<file path="src/verilog/cfg_regs_pkg.sv">
/*
 constants for the configuration status/command and soft reset bank.
 assumes a single 10 MHz clock domain.
*/
package cfg_regs_pkg;
   localparam logic [7:0]  PCI_STATUS_AND_COMMAND_OFFSET     = 8'h04;
   localparam logic [7:0]  SOFT_RESET_OFFSET  = 8'h4C;
   localparam logic [31:0] SOFT_RESET_RESET   = 32'h00000000;
   localparam logic [31:0] PCI_STATUS_AND_COMMAND_RESET      = 32'h02800000;
   // bit positions
   localparam int BIT_DPE   = 31;
   localparam int BIT_SSE   = 30;
   localparam int BIT_RMA   = 29;
   localparam int BIT_RTA   = 28;
   localparam int BIT_DATA_PARITY_ERROR_DETECTED  = 24;
   localparam int BIT_FAST_BACK_TO_BACK_ENABLE  = 9;
   localparam int BIT_SYSTEM_ERROR_DRIVER_ENABLE = 8;
   localparam int BIT_PER   = 6;
   localparam int BIT_SC    = 3;
   localparam int BIT_BM    = 2;
   localparam int BIT_MS    = 1;
   localparam int BIT_IOS   = 0;
   localparam int BIT_PCM_CORE_RESET_CTRL  = 17;
   // fixed status field values
   localparam logic [1:0]  DEVSEL_MEDIUM      = 2'h1;
   localparam logic [31:0] STA_FIXED_BITS     = 32'h02800000;
   // bits 9, 8, 6 and 3:0 hold what the host writes; all others read zero
   localparam logic [15:0] CMD_WRITABLE_MASK  = 16'h034F;
   localparam logic [31:0] SOFT_RESET_MASK    = 32'h000E0000;
   localparam logic [31:0] W1C_MASK           = 32'hF1000000;
endpackage : cfg_regs_pkg

</file>
<file path="src/verilog/cfg_status_bank.sv">
/*
 configuration status/command and block soft reset registers.
 assumes a config-cycle decoder presents word address, strobes and data
 synchronous to clk, and that bus logic reports master/parity events as pulses.
*/
`timescale 1ns/1ps
`default_nettype none
module cfg_status_bank
   import cfg_regs_pkg::*;
(
   input  wire logic        clk,
   input  wire logic        reset_n,
   input  wire logic        cfg_write,
   input  wire logic        cfg_read,
   input  wire logic [7:0]  cfg_addr,
   input  wire logic [3:0]  cfg_byte_en,
   input  wire logic [31:0] cfg_wdata,
   output logic      [31:0] cfg_rdata,
   input  wire logic        master_abort_seen,
   input  wire logic        target_abort_seen,
   input  wire logic        data_perr_seen,
   input  wire logic        was_bus_master,
   input  wire logic        addr_perr_seen,
   input  wire logic        any_perr_seen,
   output logic             fast_back_to_back_enable,
   output logic             system_error_driver_enable,
   output logic             parity_error_response_enable,
   output logic             bus_master_enable,
   output logic             memory_space_enable,
   output logic             serr_pulse_oe,
   output logic             pcm_core_hold,
   output logic             local_bus_hold,
   output logic             local_dma_standby,
   output logic             serial_port_hold
);
   ////////////////////////////////////////////////////////////////////////////
   // decode
   wire sel_pci_status_and_command = cfg_addr == PCI_STATUS_AND_COMMAND_OFFSET;
   wire sel_reset   = cfg_addr == SOFT_RESET_OFFSET;
   wire wr_pci_status_and_command  = cfg_write & sel_pci_status_and_command;
   wire wr_reset    = cfg_write & sel_reset & cfg_byte_en[2];
   wire wr_cmd_lo   = wr_pci_status_and_command & cfg_byte_en[0];
   wire wr_cmd_hi   = wr_pci_status_and_command & cfg_byte_en[1];
   wire wr_sta_hi   = wr_pci_status_and_command & cfg_byte_en[3];

   ////////////////////////////////////////////////////////////////////////////
   // command bits
   logic [15:0] cmd_q;
   logic [15:0] cmd_d;
   // special cycle and io space bits stored and read back only; no output uses them
   assign cmd_d[7:0]  = wr_cmd_lo ? (cfg_wdata[7:0] & CMD_WRITABLE_MASK[7:0]) : cmd_q[7:0];
   assign cmd_d[15:8] = wr_cmd_hi ? (cfg_wdata[15:8] & CMD_WRITABLE_MASK[15:8])
                                  : cmd_q[15:8];
   always_ff @(posedge clk) begin
      if (!reset_n) cmd_q <= PCI_STATUS_AND_COMMAND_RESET[15:0];
      else          cmd_q <= cmd_d;
   end

   wire per_en  = cmd_q[BIT_PER];
   wire serr_en = cmd_q[BIT_SYSTEM_ERROR_DRIVER_ENABLE];

   ////////////////////////////////////////////////////////////////////////////
   // status error flags
   wire ev_dpe  = any_perr_seen;
   wire ev_sse  = serr_en & (master_abort_seen | target_abort_seen
                             | (addr_perr_seen & per_en));
   wire ev_data_parity_error_detected = data_perr_seen & was_bus_master & per_en;
   wire [4:0] ev_vec  = {ev_dpe, ev_sse, master_abort_seen, target_abort_seen, ev_data_parity_error_detected};
   wire [4:0] clr_vec = {5{wr_sta_hi}} & {cfg_wdata[31:28], cfg_wdata[24]};
   logic [4:0] flags_q;

   genvar gi;
   generate
      for (gi = 0; gi < 5; gi++) begin : g_flag
         error_flag u_flag (
            .clk       (clk),
            .reset_n   (reset_n),
            .set_event (ev_vec[gi]),
            .clear_req (clr_vec[gi]),
            .flag_q    (flags_q[gi])
         );
      end
   endgenerate

   // fixed fields: 27 zero, 26:25 medium, 23 one, 22 and 21 zero
   wire [31:0] pci_status_and_command_word = STA_FIXED_BITS
                            | {flags_q[4:1], 3'h0, flags_q[0], 24'h000000}
                            | {16'h0000, cmd_q};

   ////////////////////////////////////////////////////////////////////////////
   // soft reset register
   logic [2:0] rst_bits;
   block_reset_ctrl u_rst (
      .clk          (clk),
      .reset_n      (reset_n),
      .write_en     (wr_reset),
      .write_bits   (cfg_wdata[BIT_PCM_CORE_RESET_CTRL+2:BIT_PCM_CORE_RESET_CTRL]),
      .reset_bits_q (rst_bits)
   );
   wire [31:0] soft_reset_word = {12'h000, rst_bits, 17'h00000} & SOFT_RESET_MASK;

   ////////////////////////////////////////////////////////////////////////////
   // read data register; unmapped words read zero
   wire [31:0] rdata_d = !cfg_read ? cfg_rdata
                       : sel_pci_status_and_command ? pci_status_and_command_word
                       : sel_reset ? soft_reset_word : 32'h00000000;

   // serr driver enable only while enabled and a system error event occurs
   wire serr_d = serr_en & ev_sse;

   always_ff @(posedge clk) begin
      if (!reset_n) begin
         cfg_rdata                    <= 32'h00000000;
         fast_back_to_back_enable     <= 1'b0;
         system_error_driver_enable   <= 1'b0;
         parity_error_response_enable <= 1'b0;
         bus_master_enable            <= 1'b0;
         memory_space_enable          <= 1'b0;
         serr_pulse_oe                <= 1'b0;
         pcm_core_hold                <= 1'b0;
         local_bus_hold               <= 1'b0;
         local_dma_standby            <= 1'b0;
         serial_port_hold             <= 1'b0;
      end else begin
         cfg_rdata                    <= rdata_d;
         fast_back_to_back_enable     <= cmd_d[BIT_FAST_BACK_TO_BACK_ENABLE];
         system_error_driver_enable   <= cmd_d[BIT_SYSTEM_ERROR_DRIVER_ENABLE];
         parity_error_response_enable <= cmd_d[BIT_PER];
         bus_master_enable            <= cmd_d[BIT_BM];
         memory_space_enable          <= cmd_d[BIT_MS];
         serr_pulse_oe                <= serr_d;
         // holds follow the stored bits one edge later than the register
         pcm_core_hold                <= rst_bits[0];
         local_bus_hold               <= rst_bits[1];
         local_dma_standby            <= rst_bits[1];
         serial_port_hold             <= rst_bits[2];
      end
   end

   ////////////////////////////////////////////////////////////////////////////
   // checks
   rma_sets_a: assert property (@(posedge clk) disable iff (!reset_n)
      master_abort_seen |=> flags_q[2]) else $error("master abort not flagged");
   rta_sets_a: assert property (@(posedge clk) disable iff (!reset_n)
      target_abort_seen |=> flags_q[1]) else $error("target abort not flagged");
   fixed_bits_a: assert property (@(posedge clk) disable iff (!reset_n)
      cfg_read && sel_pci_status_and_command |=> cfg_rdata[27:25] == 3'b001 && cfg_rdata[23:21] == 3'b100)
      else $error("fixed status bits wrong");
   data_parity_error_detected_gate_a: assert property (@(posedge clk) disable iff (!reset_n)
      !flags_q[0] && !(data_perr_seen && was_bus_master && per_en) && !wr_sta_hi
      |=> !flags_q[0]) else $error("parity flag set without cause");
   zero_cmd_a: assert property (@(posedge clk) disable iff (!reset_n)
      cfg_read && sel_pci_status_and_command |=> cfg_rdata[7] == 1'b0 && cfg_rdata[5:4] == 2'h0)
      else $error("unimplemented command bits nonzero");
   serr_gate_a: assert property (@(posedge clk) disable iff (!reset_n)
      !serr_en && !flags_q[3] && !wr_sta_hi |=> !flags_q[3])
      else $error("system error flag set while disabled");
   dpe_any_a: assert property (@(posedge clk) disable iff (!reset_n)
      any_perr_seen && !per_en |=> flags_q[4]) else $error("parity error missed");
   w1c_clear_a: assert property (@(posedge clk) disable iff (!reset_n)
      wr_sta_hi && cfg_wdata[29] && !master_abort_seen |=> !flags_q[2])
      else $error("write one did not clear");
   hold_follow_a: assert property (@(posedge clk) disable iff (!reset_n)
      wr_reset |=> ##1 pcm_core_hold == $past(cfg_wdata[BIT_PCM_CORE_RESET_CTRL], 2))
      else $error("pcm hold not following control");
   rst_mask_a: assert property (@(posedge clk) disable iff (!reset_n)
      cfg_read && sel_reset |=> (cfg_rdata & ~SOFT_RESET_MASK) == 32'h00000000)
      else $error("soft reset reserved bits nonzero");
   bm_follow_a: assert property (@(posedge clk) disable iff (!reset_n)
      wr_cmd_lo |=> bus_master_enable == $past(cfg_wdata[BIT_BM]))
      else $error("bus master enable not updated");
   lbus_hold_a: assert property (@(posedge clk) disable iff (!reset_n)
      wr_reset |=> ##1 local_bus_hold == $past(cfg_wdata[BIT_PCM_CORE_RESET_CTRL+1], 2)
                       && local_dma_standby == $past(cfg_wdata[BIT_PCM_CORE_RESET_CTRL+1], 2))
      else $error("local bus hold not following control");
   sport_hold_a: assert property (@(posedge clk) disable iff (!reset_n)
      wr_reset |=> ##1 serial_port_hold == $past(cfg_wdata[BIT_PCM_CORE_RESET_CTRL+2], 2))
      else $error("serial port hold not following control");
   serr_oe_gate_a: assert property (@(posedge clk) disable iff (!reset_n)
      !serr_en |=> !serr_pulse_oe)
      else $error("system error driver enabled while disabled");
   per_follow_a: assert property (@(posedge clk) disable iff (!reset_n)
      wr_cmd_lo |=> parity_error_response_enable == $past(cfg_wdata[BIT_PER]))
      else $error("parity response enable not updated");
endmodule : cfg_status_bank
`default_nettype wire

</file>
<file path="src/verilog/error_flag.sv">
/*
 one sticky error flag: set by a hardware event, cleared by a write of one.
 assumes clear pulses come from the register write path.
*/
`timescale 1ns/1ps
`default_nettype none
module error_flag (
   input  wire logic clk,
   input  wire logic reset_n,
   input  wire logic set_event,
   input  wire logic clear_req,
   output var  logic flag_q
);
   logic flag_d;

   // set wins over a clear in the same cycle so no event is lost
   assign flag_d = set_event | (flag_q & ~clear_req);

   always_ff @(posedge clk) begin
      if (!reset_n) flag_q <= 1'b0;
      else          flag_q <= flag_d;
   end

   set_wins_a: assert property (@(posedge clk) disable iff (!reset_n)
      set_event |=> flag_q) else $error("event lost on flag");
endmodule : error_flag
`default_nettype wire

</file>
<file path="src/verilog/block_reset_ctrl.sv">
/*
 holds the three block reset controls for the bank to fan out as hold signals.
 assumes write strobe and data are synchronous to clk.
*/
`timescale 1ns/1ps
`default_nettype none
module block_reset_ctrl
   import cfg_regs_pkg::*;
(
   input  wire logic       clk,
   input  wire logic       reset_n,
   input  wire logic       write_en,
   input  wire logic [2:0] write_bits,
   output var  logic [2:0] reset_bits_q
);
   always_ff @(posedge clk) begin
      if (!reset_n)      reset_bits_q <= SOFT_RESET_RESET[BIT_PCM_CORE_RESET_CTRL+2:BIT_PCM_CORE_RESET_CTRL];
      else if (write_en) reset_bits_q <= write_bits;
   end

   // zero written clears the control at the next edge; the bank's hold releases the group one edge later
   release_follows_a: assert property (@(posedge clk) disable iff (!reset_n)
      write_en |=> reset_bits_q == $past(write_bits))
      else $error("reset control did not follow write");
endmodule : block_reset_ctrl
`default_nettype wire

</file>
<file path="config.mk">
export PLATFORM = sky130hd
export DESIGN_NAME = cfg_status_bank
export DESIGN_NICKNAME = d
export VERILOG_FILES = /design/src/verilog/cfg_regs_pkg.sv /design/src/verilog/cfg_status_bank.sv /design/src/verilog/error_flag.sv /design/src/verilog/block_reset_ctrl.sv
export SDC_FILE = /design/constraint.sdc
export NUM_CORES = 1
export LEC_CHECK = 0
export BUFFER_PORTS_ARGS = -buffer_cell sky130_fd_sc_hd__clkbuf_2
export CORE_ASPECT_RATIO = 0.8
export CORE_MARGIN = 3
export CORE_UTILIZATION = 35
export DETAILED_ROUTE_END_ITERATION = 6
export GPL_TIMING_DRIVEN = 1
export PLACE_DENSITY_LB_ADDON = 0.25
export SYNTH_ARGS = -nofsm -noshare
export SYNTH_HDL_FRONTEND = slang
export SYNTH_HIERARCHICAL = 1
export SYNTH_SLANG_ARGS = --single-unit
</file>
<file path="constraint.sdc">
create_clock -name clk -period 1.95 [get_ports clk]
set_clock_uncertainty 0.05 [all_clocks]
set_input_delay 0.4875 -clock clk [delete_from_list [all_inputs] [get_ports clk]]
set_output_delay 0.4875 -clock clk [all_outputs]
set_load 0.03 [all_outputs]
</file>
==> results of run 1 <==
-- worst max-delay path by stage --
stage | start | end | slack (ns) | cells past startpoint
after floorplan | cfg_addr[5] | u_rst/reset_bits_q[0] | 0.21 | 6
after global placement | cfg_addr[3] | cmd_q[0] | 0.08 | 5
after detailed placement | cfg_addr[3] | cmd_q[3] | 0.06 | 5
after CTS | cfg_addr[3] | cmd_q[1] | 0.37 | 5
after global routing | cfg_addr[3] | cmd_q[1] | 0.22 | 5
final | cfg_addr[3] | cmd_q[1] | 0.39 | 5
-- state kept, by name, indices dropped and copies added, names as in the netlist --
register              count
local_dma_standby         1
u_rst/reset_bits_q        3
cfg_rdata                16
g_flag.u_flag/flag_q      5
cmd_q                     7
serial_port_hold          1
serr_pulse_oe             1
pcm_core_hold             1
-- worst max-delay path: stages --
cell	delay (ns)
clkbuf_2	0.11
nor4_4	0.28
buf_4	0.25
and4_1	0.39
mux2i_1	0.21
-- routing by layer --
metal  global-route usage [%]  wire length (µm)  share of wire, %  up-vias
met1                     20.0              1920                52      589
met2                     19.4              1500                40       48
met4                     7.35                70               1.9        0
li1                         -                 -                 -      675
met5                        0                 0                 0        -
met3                     4.15               234               6.3        7
-- layout by cell type, fill, tap and decap left out --
master,n
nand2_1,14
clkinv_2,1
dfxtp_1,35
nand2b_1,16
nor4bb_1,1
a21boi_0,11
and2_2,1
nor4b_4,1
nand4_1,15
a21boi_1,5
nor2b_1,4
clkbuf_2,63
nor4_4,1
and4_1,7
and3_1,1
nand3_1,1
bufinv_16,1
mux2i_1,10
o21a_1,5
buf_4,5
and4_2,1
clkbuf_8,6
nor2b_4,5
conb_1,15
and2_1,4
a211oi_1,1
-- cells by family after synthesis --
logic type,after synthesis,synth area share (%)
buf+inv,27,11.5
mux,10,6.02
simple gates,72,30.2
compound gates,22,9.93
flops,35,42.1
other cells,1,0.226
-- power groups by stage --
stage,sequential (mW),combinational (mW),clock (mW)
finish,0.722,0.141,0.682
global placement,0.738,0.140,0
detailed placement,0.738,0.141,0
global route,0.722,0.153,0.724
CTS,0.722,0.141,0.695
floorplan,0.738,0.107,0
-- area by class of cell --
class,instances,area [µm²],share of cell area [%]
clock buffers,6,82.6,3.98
clock inverters,2,35.0,1.69
multi-input cells,119,832,40.1
flip-flops and latches,35,701,33.8
well taps,57,71.3,3.44
repair buffers,68,353,17.0
-- per-stage QoR --
| step | area (µm²) | instances | hold WS (ns) | setup slack (ns) | total power [mW] |
|---|---|---|---|---|---|
| final | 2070 | 287 | 0.368 | 0.387 | 1.55 |
| after global routing | 2070 | 287 | 0.369 | 0.221 | 1.60 |
| after CTS | 2070 | 287 | 0.361 | 0.374 | 1.56 |
| after detailed placement | 1960 | 279 | 0.406 | 0.0640 | 0.879 |
| after global placement | 1960 | 279 | 0.401 | 0.0836 | 0.878 |
| after floorplan | 1720 | 181 | 0.385 | 0.214 | 0.845 |
==> impl_metrics.env, run 1 <==
export IMPL_synthArstFlopShare_pct=0
export IMPL_hpwl_um=2790
export IMPL_min_path_cells=3
export IMPL_setup_viol=0
export IMPL_maxSlewHeadroom_pct=52.4
export IMPL_synth_top_area_cell="dfxtp_1"
export IMPL_outcome="finished, final reports clean"
export IMPL_diodes=0
export IMPL_min_period_ns=1.56
export IMPL_place_congestion=0.720
export IMPL_wl_per_cell_um=13.0
export IMPL_hold_class="in2reg"
export IMPL_fin_tns_setup_ns=0
export IMPL_switchingPower_uw=359
export IMPL_hp_start="cfg_wdata[2]"
export IMPL_drive_above_1_share_pct=37.0
export IMPL_seq_area_frac_synth_pct=42.1
export IMPL_yosysWarnings=6
export IMPL_clock_latency_ns=0.29
export IMPL_worst_path_max_fanout=15
export IMPL_syn_inst=167
export IMPL_yosysTopAreaCellShare_pct=42.1
export IMPL_cts_max_level=2
export IMPL_r2r_start="cmd_q[6]"
export IMPL_critical_path_class="in2reg"
export IMPL_drc_errors=0
export IMPL_initial_core_util_pct=37.9
export IMPL_fmax_ghz=0.640
export IMPL_final_core_util_pct=47.3
export IMPL_post_route_period_util_pct=80.1
export IMPL_worst_endpoint_arrival_ns=1.73
export IMPL_area_growth_pct=24.8
export IMPL_critPathCaptureType="register"
export IMPL_synth_main_ff_cell="dfxtp_1"
export IMPL_tritoncts="done"
export IMPL_avgSynthCellArea_um2=9.96
export IMPL_synthDistinctLibCells=24
export IMPL_synthesis_area_mm2=0.00166
export IMPL_fin_nets=283
export IMPL_rr_worst_depth=3
export IMPL_cts_buffers=5
export IMPL_core_mm2=0.00439
export IMPL_p_int_mw=1.19
export IMPL_power_leakage_nw=0.894
export IMPL_p_seq_share_pct=46.7
export IMPL_sw_frac_of_total_pct=23.2
export IMPL_hold_violations=0
export IMPL_gr_total_overflow=0
export IMPL_drv_cap=0
export IMPL_viasPerCell=4.60
export IMPL_drtIter0Drc=102
export IMPL_final_fill_count=438
export IMPL_antenna_found_initial=0
export IMPL_cp_start_kind="primary input"
export IMPL_critPathRequiredTime_ns=2.12
export IMPL_synthTopCellsByCount="dfxtp_1 (35), buf_4 (18), nand2b_1 (16), nand4_1 (15), nand2_1 (14)"
export IMPL_peakVddDrop_mv=0.253
export IMPL_dieArea_mm2=0.00562
export IMPL_num_vias=1319
export IMPL_drv_slew=0
export IMPL_routed_wl_um=3720
export IMPL_clkPwrFrac_pct=44.2
export IMPL_cts_num_sinks=35
export IMPL_cts_hold_fix_buffers=0
export IMPL_synth_edf_count=0
export IMPL_ys_ff_latch=35
export IMPL_grtUsageTotal_pct=14.2
export IMPL_antenna_left=0
export IMPL_ys_top_cells_by_area="dfxtp_1 (42%), buf_4 (8.1%), mux2i_1 (6.0%)"
export IMPL_port_buffer_count=63
export IMPL_hold_end="cmd_q[2]"
export IMPL_reg2reg_setup_slack_ns=0.95
export IMPL_share_comb_of_total_power_pct=9.1
export IMPL_row_count=21
export IMPL_die_w_um=83.1
export IMPL_cts_setup_buffers=0
export IMPL_die_height_um=67.7
export IMPL_grt_pass1_vias=1301
export IMPL_clk_path_buf_depth=2
export IMPL_grt_max_degree=43
export IMPL_cts_root_buf="clkbuf_8"
export IMPL_yosysMostFrequentCell="dfxtp_1"
export IMPL_worstMarginPinSlew_ns=0.714
export IMPL_cts_resized=0
export IMPL_powerDensity_mw_per_mm2=745
export IMPL_firstDrtPassIters=4
export IMPL_pin_count=96
export IMPL_clkTransAtPathRegs_ns=0.08
export IMPL_grt_first_pass_wirelength_um=6250
export IMPL_rsz0062_at_grt="false"
export IMPL_regToRegEndpoint="g_flag[3].u_flag/flag_q"
Power figures use the tool's default switching activity.
==> run 2, diff against run 1 <==
--- a/config.mk
+++ b/config.mk
@@ -5,6 +5,7 @@
 export SDC_FILE = /design/constraint.sdc
 export NUM_CORES = 1
 export LEC_CHECK = 0
+export ABC_AREA = 1
 export BUFFER_PORTS_ARGS = -buffer_cell sky130_fd_sc_hd__clkbuf_2
 export CORE_ASPECT_RATIO = 0.8
 export CORE_MARGIN = 3
==> constraint.sdc (replaced) <==
create_clock -name clk -period 1.4 [get_ports clk]
set_clock_uncertainty 0.05 [all_clocks]
set_input_delay 0.35 -clock clk [delete_from_list [all_inputs] [get_ports clk]]
set_output_delay 0.35 -clock clk [all_outputs]
set_load 0.03 [all_outputs]
==> run 2 against run 1 <==
Net effect: critical path depth shrank 4; highest routed layer unchanged; sequential cell count unchanged; largest power group unchanged; count of clock-buffer cells in the layout rose by 1; setup slack got worse by 0.29 ns; power rose by 22%.
==> impl_metrics.env, run 2 <==
export IMPL_outcome="finished, final reports clean"
export IMPL_cts_resized=0
export IMPL_min_period_ns=1.30
export IMPL_rr_worst_depth=4
export IMPL_antenna_left=0
export IMPL_dieArea_mm2=0.00557
export IMPL_maxSlewHeadroom_pct=66.4
export IMPL_port_buffer_count=63
export IMPL_num_vias=1524
export IMPL_final_cell_mix="clkbuf_2 (63), nand2_1 (52), inv_1 (52)"
export IMPL_total_power_mw=1.88
export IMPL_final_common_cell="clkbuf_2"
export IMPL_clock_latency_ns=0.27
export IMPL_worst_endpoint_arrival_ns=0.90
export IMPL_share_comb_of_total_power_pct=10.8
export IMPL_clkTransAtPathRegs_ns=0.06
export IMPL_cts_max_level=2
export IMPL_largest_register="cfg_rdata"
export IMPL_area_growth_pct=27.5
export IMPL_sw_frac_of_total_pct=24.6
export IMPL_ys_top_cells_by_area="dfxtp_1 (43%), inv_1 (12%), nand2_1 (12%)"
export IMPL_tritoncts="done"
export IMPL_syn_inst=240
export IMPL_path_cells="clkbuf_2"
export IMPL_synthTopCellsByCount="inv_1 (52), nand2_1 (52), dfxtp_1 (35), nor2_1 (25), buf_4 (19)"
export IMPL_grt_pass1_vias=1305
export IMPL_hpwl_um=2860
export IMPL_wl_per_cell_um=9.73
export IMPL_switchingPower_uw=462
export IMPL_cts_buffers=5
export IMPL_p_seq_share_pct=53.5
export IMPL_reg2reg_setup_slack_ns=0.46
export IMPL_grtUsageTotal_pct=13.4
export IMPL_clkPwrFrac_pct=35.7
export IMPL_synthDistinctLibCells=16
export IMPL_cp_start_kind="register"
export IMPL_p_int_mw=1.42
export IMPL_drive_above_1_share_pct=28.0
export IMPL_slowest_delay_ns=0.39
export IMPL_crit_family="flip-flops"
export IMPL_synthArstFlopShare_pct=0
export IMPL_pin_count=96
export IMPL_critPathRequiredTime_ns=1.00
export IMPL_reg_top3="cfg_rdata x16, cmd_q x7, g_flag.u_flag/flag_q x5"
export IMPL_cts_hold_fix_buffers=0
export IMPL_synthesis_area_mm2=0.00165
export IMPL_yosysTopAreaCellShare_pct=42.5
export IMPL_cts_root_buf="clkbuf_8"
export IMPL_fmax_ghz=0.770
export IMPL_critPathCaptureType="primary output"
export IMPL_yosysWarnings=6
export IMPL_gr_total_overflow=0
export IMPL_clk_path_buf_depth=2
export IMPL_fin_nets=364
export IMPL_hold_end="g_flag[4].u_flag/flag_q"
export IMPL_powerDensity_mw_per_mm2=896
export IMPL_cts_num_sinks=35
export IMPL_crit_buf_inv=1
export IMPL_firstDrtPassIters=4
export IMPL_drtIter0Drc=51
export IMPL_regToRegEndpoint="g_flag[3].u_flag/flag_q"
export IMPL_viasPerCell=4.14
export IMPL_crit_slowest_cell="dfxtp_1"
export IMPL_holdWs_ns=0.261
export IMPL_grt_max_degree=20
export IMPL_hold_class="in2reg"
export IMPL_largest_reg_flops=16
export IMPL_initial_core_util_pct=37.8
export IMPL_row_count=21
export IMPL_post_route_period_util_pct=92.8
export IMPL_grt_first_pass_wirelength_um=5690
export IMPL_worstMarginPinSlew_ns=0.503
export IMPL_drv_slew=0
export IMPL_r2r_start="cmd_q[6]"
export IMPL_setup_viol=0
export IMPL_rsz0062_at_grt="false"
export IMPL_synth_top_area_cell="dfxtp_1"
export IMPL_path_depth=1
export IMPL_hold_violations=0
export IMPL_avgSynthCellArea_um2=6.87
export IMPL_diodes=0
export IMPL_die_height_um=67.4
export IMPL_hp_start="any_perr_seen"
export IMPL_min_path_cells=3
export IMPL_critical_path_class="reg2out"
export IMPL_antenna_found_initial=0
export IMPL_power_leakage_nw=1.10
export IMPL_peakVddDrop_mv=0.529
export IMPL_synth_edf_count=0
export IMPL_fin_tns_setup_ns=0
export IMPL_drv_cap=0
export IMPL_worst_path_max_fanout=4
export IMPL_cts_setup_buffers=0
export IMPL_core_mm2=0.00436
export IMPL_drc_errors=0
export IMPL_seq_area_frac_synth_pct=42.5
export IMPL_die_w_um=82.7
export IMPL_routed_wl_um=3580
export IMPL_ys_ff_latch=35
export IMPL_place_congestion=0.763
export IMPL_synth_main_ff_cell="dfxtp_1"
==> run 2: cell count changes after synthesis, moves of 7 or more <==
cell      before  now
mux2i_1       10    0
a21boi_0      11    0
nor2_1         0   25
nand2b_1      16    0
a21oi_1        0   17
nand2_1       14   52
and4_1         7    0
nand3_1        1   15
inv_1          0   52
==> run 2: routing by layer <==
| metal | up-vias | global-route usage, % | wire, µm |
|---|---|---|---|
| met5 | - | 0 | 0 |
| met4 | 0 | 4.90 | 21 |
| met3 | 2 | 4.27 | 221 |
| met2 | 41 | 21.4 | 1710 |
| met1 | 649 | 16.9 | 1630 |
| li1 | 832 | - | - |
==> run 2: layout make-up <==
type	count	area, µm²
well taps	57	71.3
clock inverters	1	5.00
fillers	492	2260
inverters	52	195
flip-flops and latches	35	701
clock buffers	7	76.3
multi-input cells	142	642
repair buffers	74	410
==> run 2: worst max path at each step <==
stage,to,from
after global placement,g_flag[0].u_flag/flag_q,cfg_addr[1]
after CTS,parity_error_response_enable,cmd_q[6]
after floorplan,u_rst/reset_bits_q[0],cfg_write
after detailed placement,cmd_q[6],cfg_addr[1]
after global routing,parity_error_response_enable,cmd_q[6]
final,parity_error_response_enable,cmd_q[6]
==> run 2: metrics by stage <==
| stage | cells | setup WS [ns] | util, % | area (µm²) |
|---|---|---|---|---|
| finish | 368 | 0.101 | 48.2 | 2100 |
| global route | 368 | 0.0461 | 48.2 | 2100 |
| CTS | 368 | 0.0689 | 48.2 | 2100 |
| detailed placement | 360 | -0.0662 | 46.3 | 2020 |
| global placement | 360 | -0.0370 | 46.3 | 2020 |
| floorplan | 254 | 0.0560 | - | 1710 |
==> run 2: power by group through the flow <==
| stage | registers, mW | clock network [mW] | logic (mW) |
|---|---|---|---|
| 3_3_place_gp | 1.03 | 0 | 0.202 |
| 4_1_cts | 1.01 | 0.708 | 0.205 |
| 6_report | 1.01 | 0.672 | 0.204 |
| 5_1_grt | 1.01 | 0.760 | 0.227 |
| 2_1_floorplan | 1.03 | 0 | 0.152 |
| 3_5_place_dp | 1.03 | 0 | 0.204 |
==> run 2: cell families (layout without fill, tap and decap cells) <==
kind of cell | Yosys count | after routing | synth area share (%)
AO/OA/AOI/OAI | 22 | 22 | 7.82
AND/OR/NAND/NOR | 105 | 105 | 27.3
buffers and inverters | 77 | 134 | 22.1
flip-flops | 35 | 35 | 42.5
other | 1 | 15 | 0.228
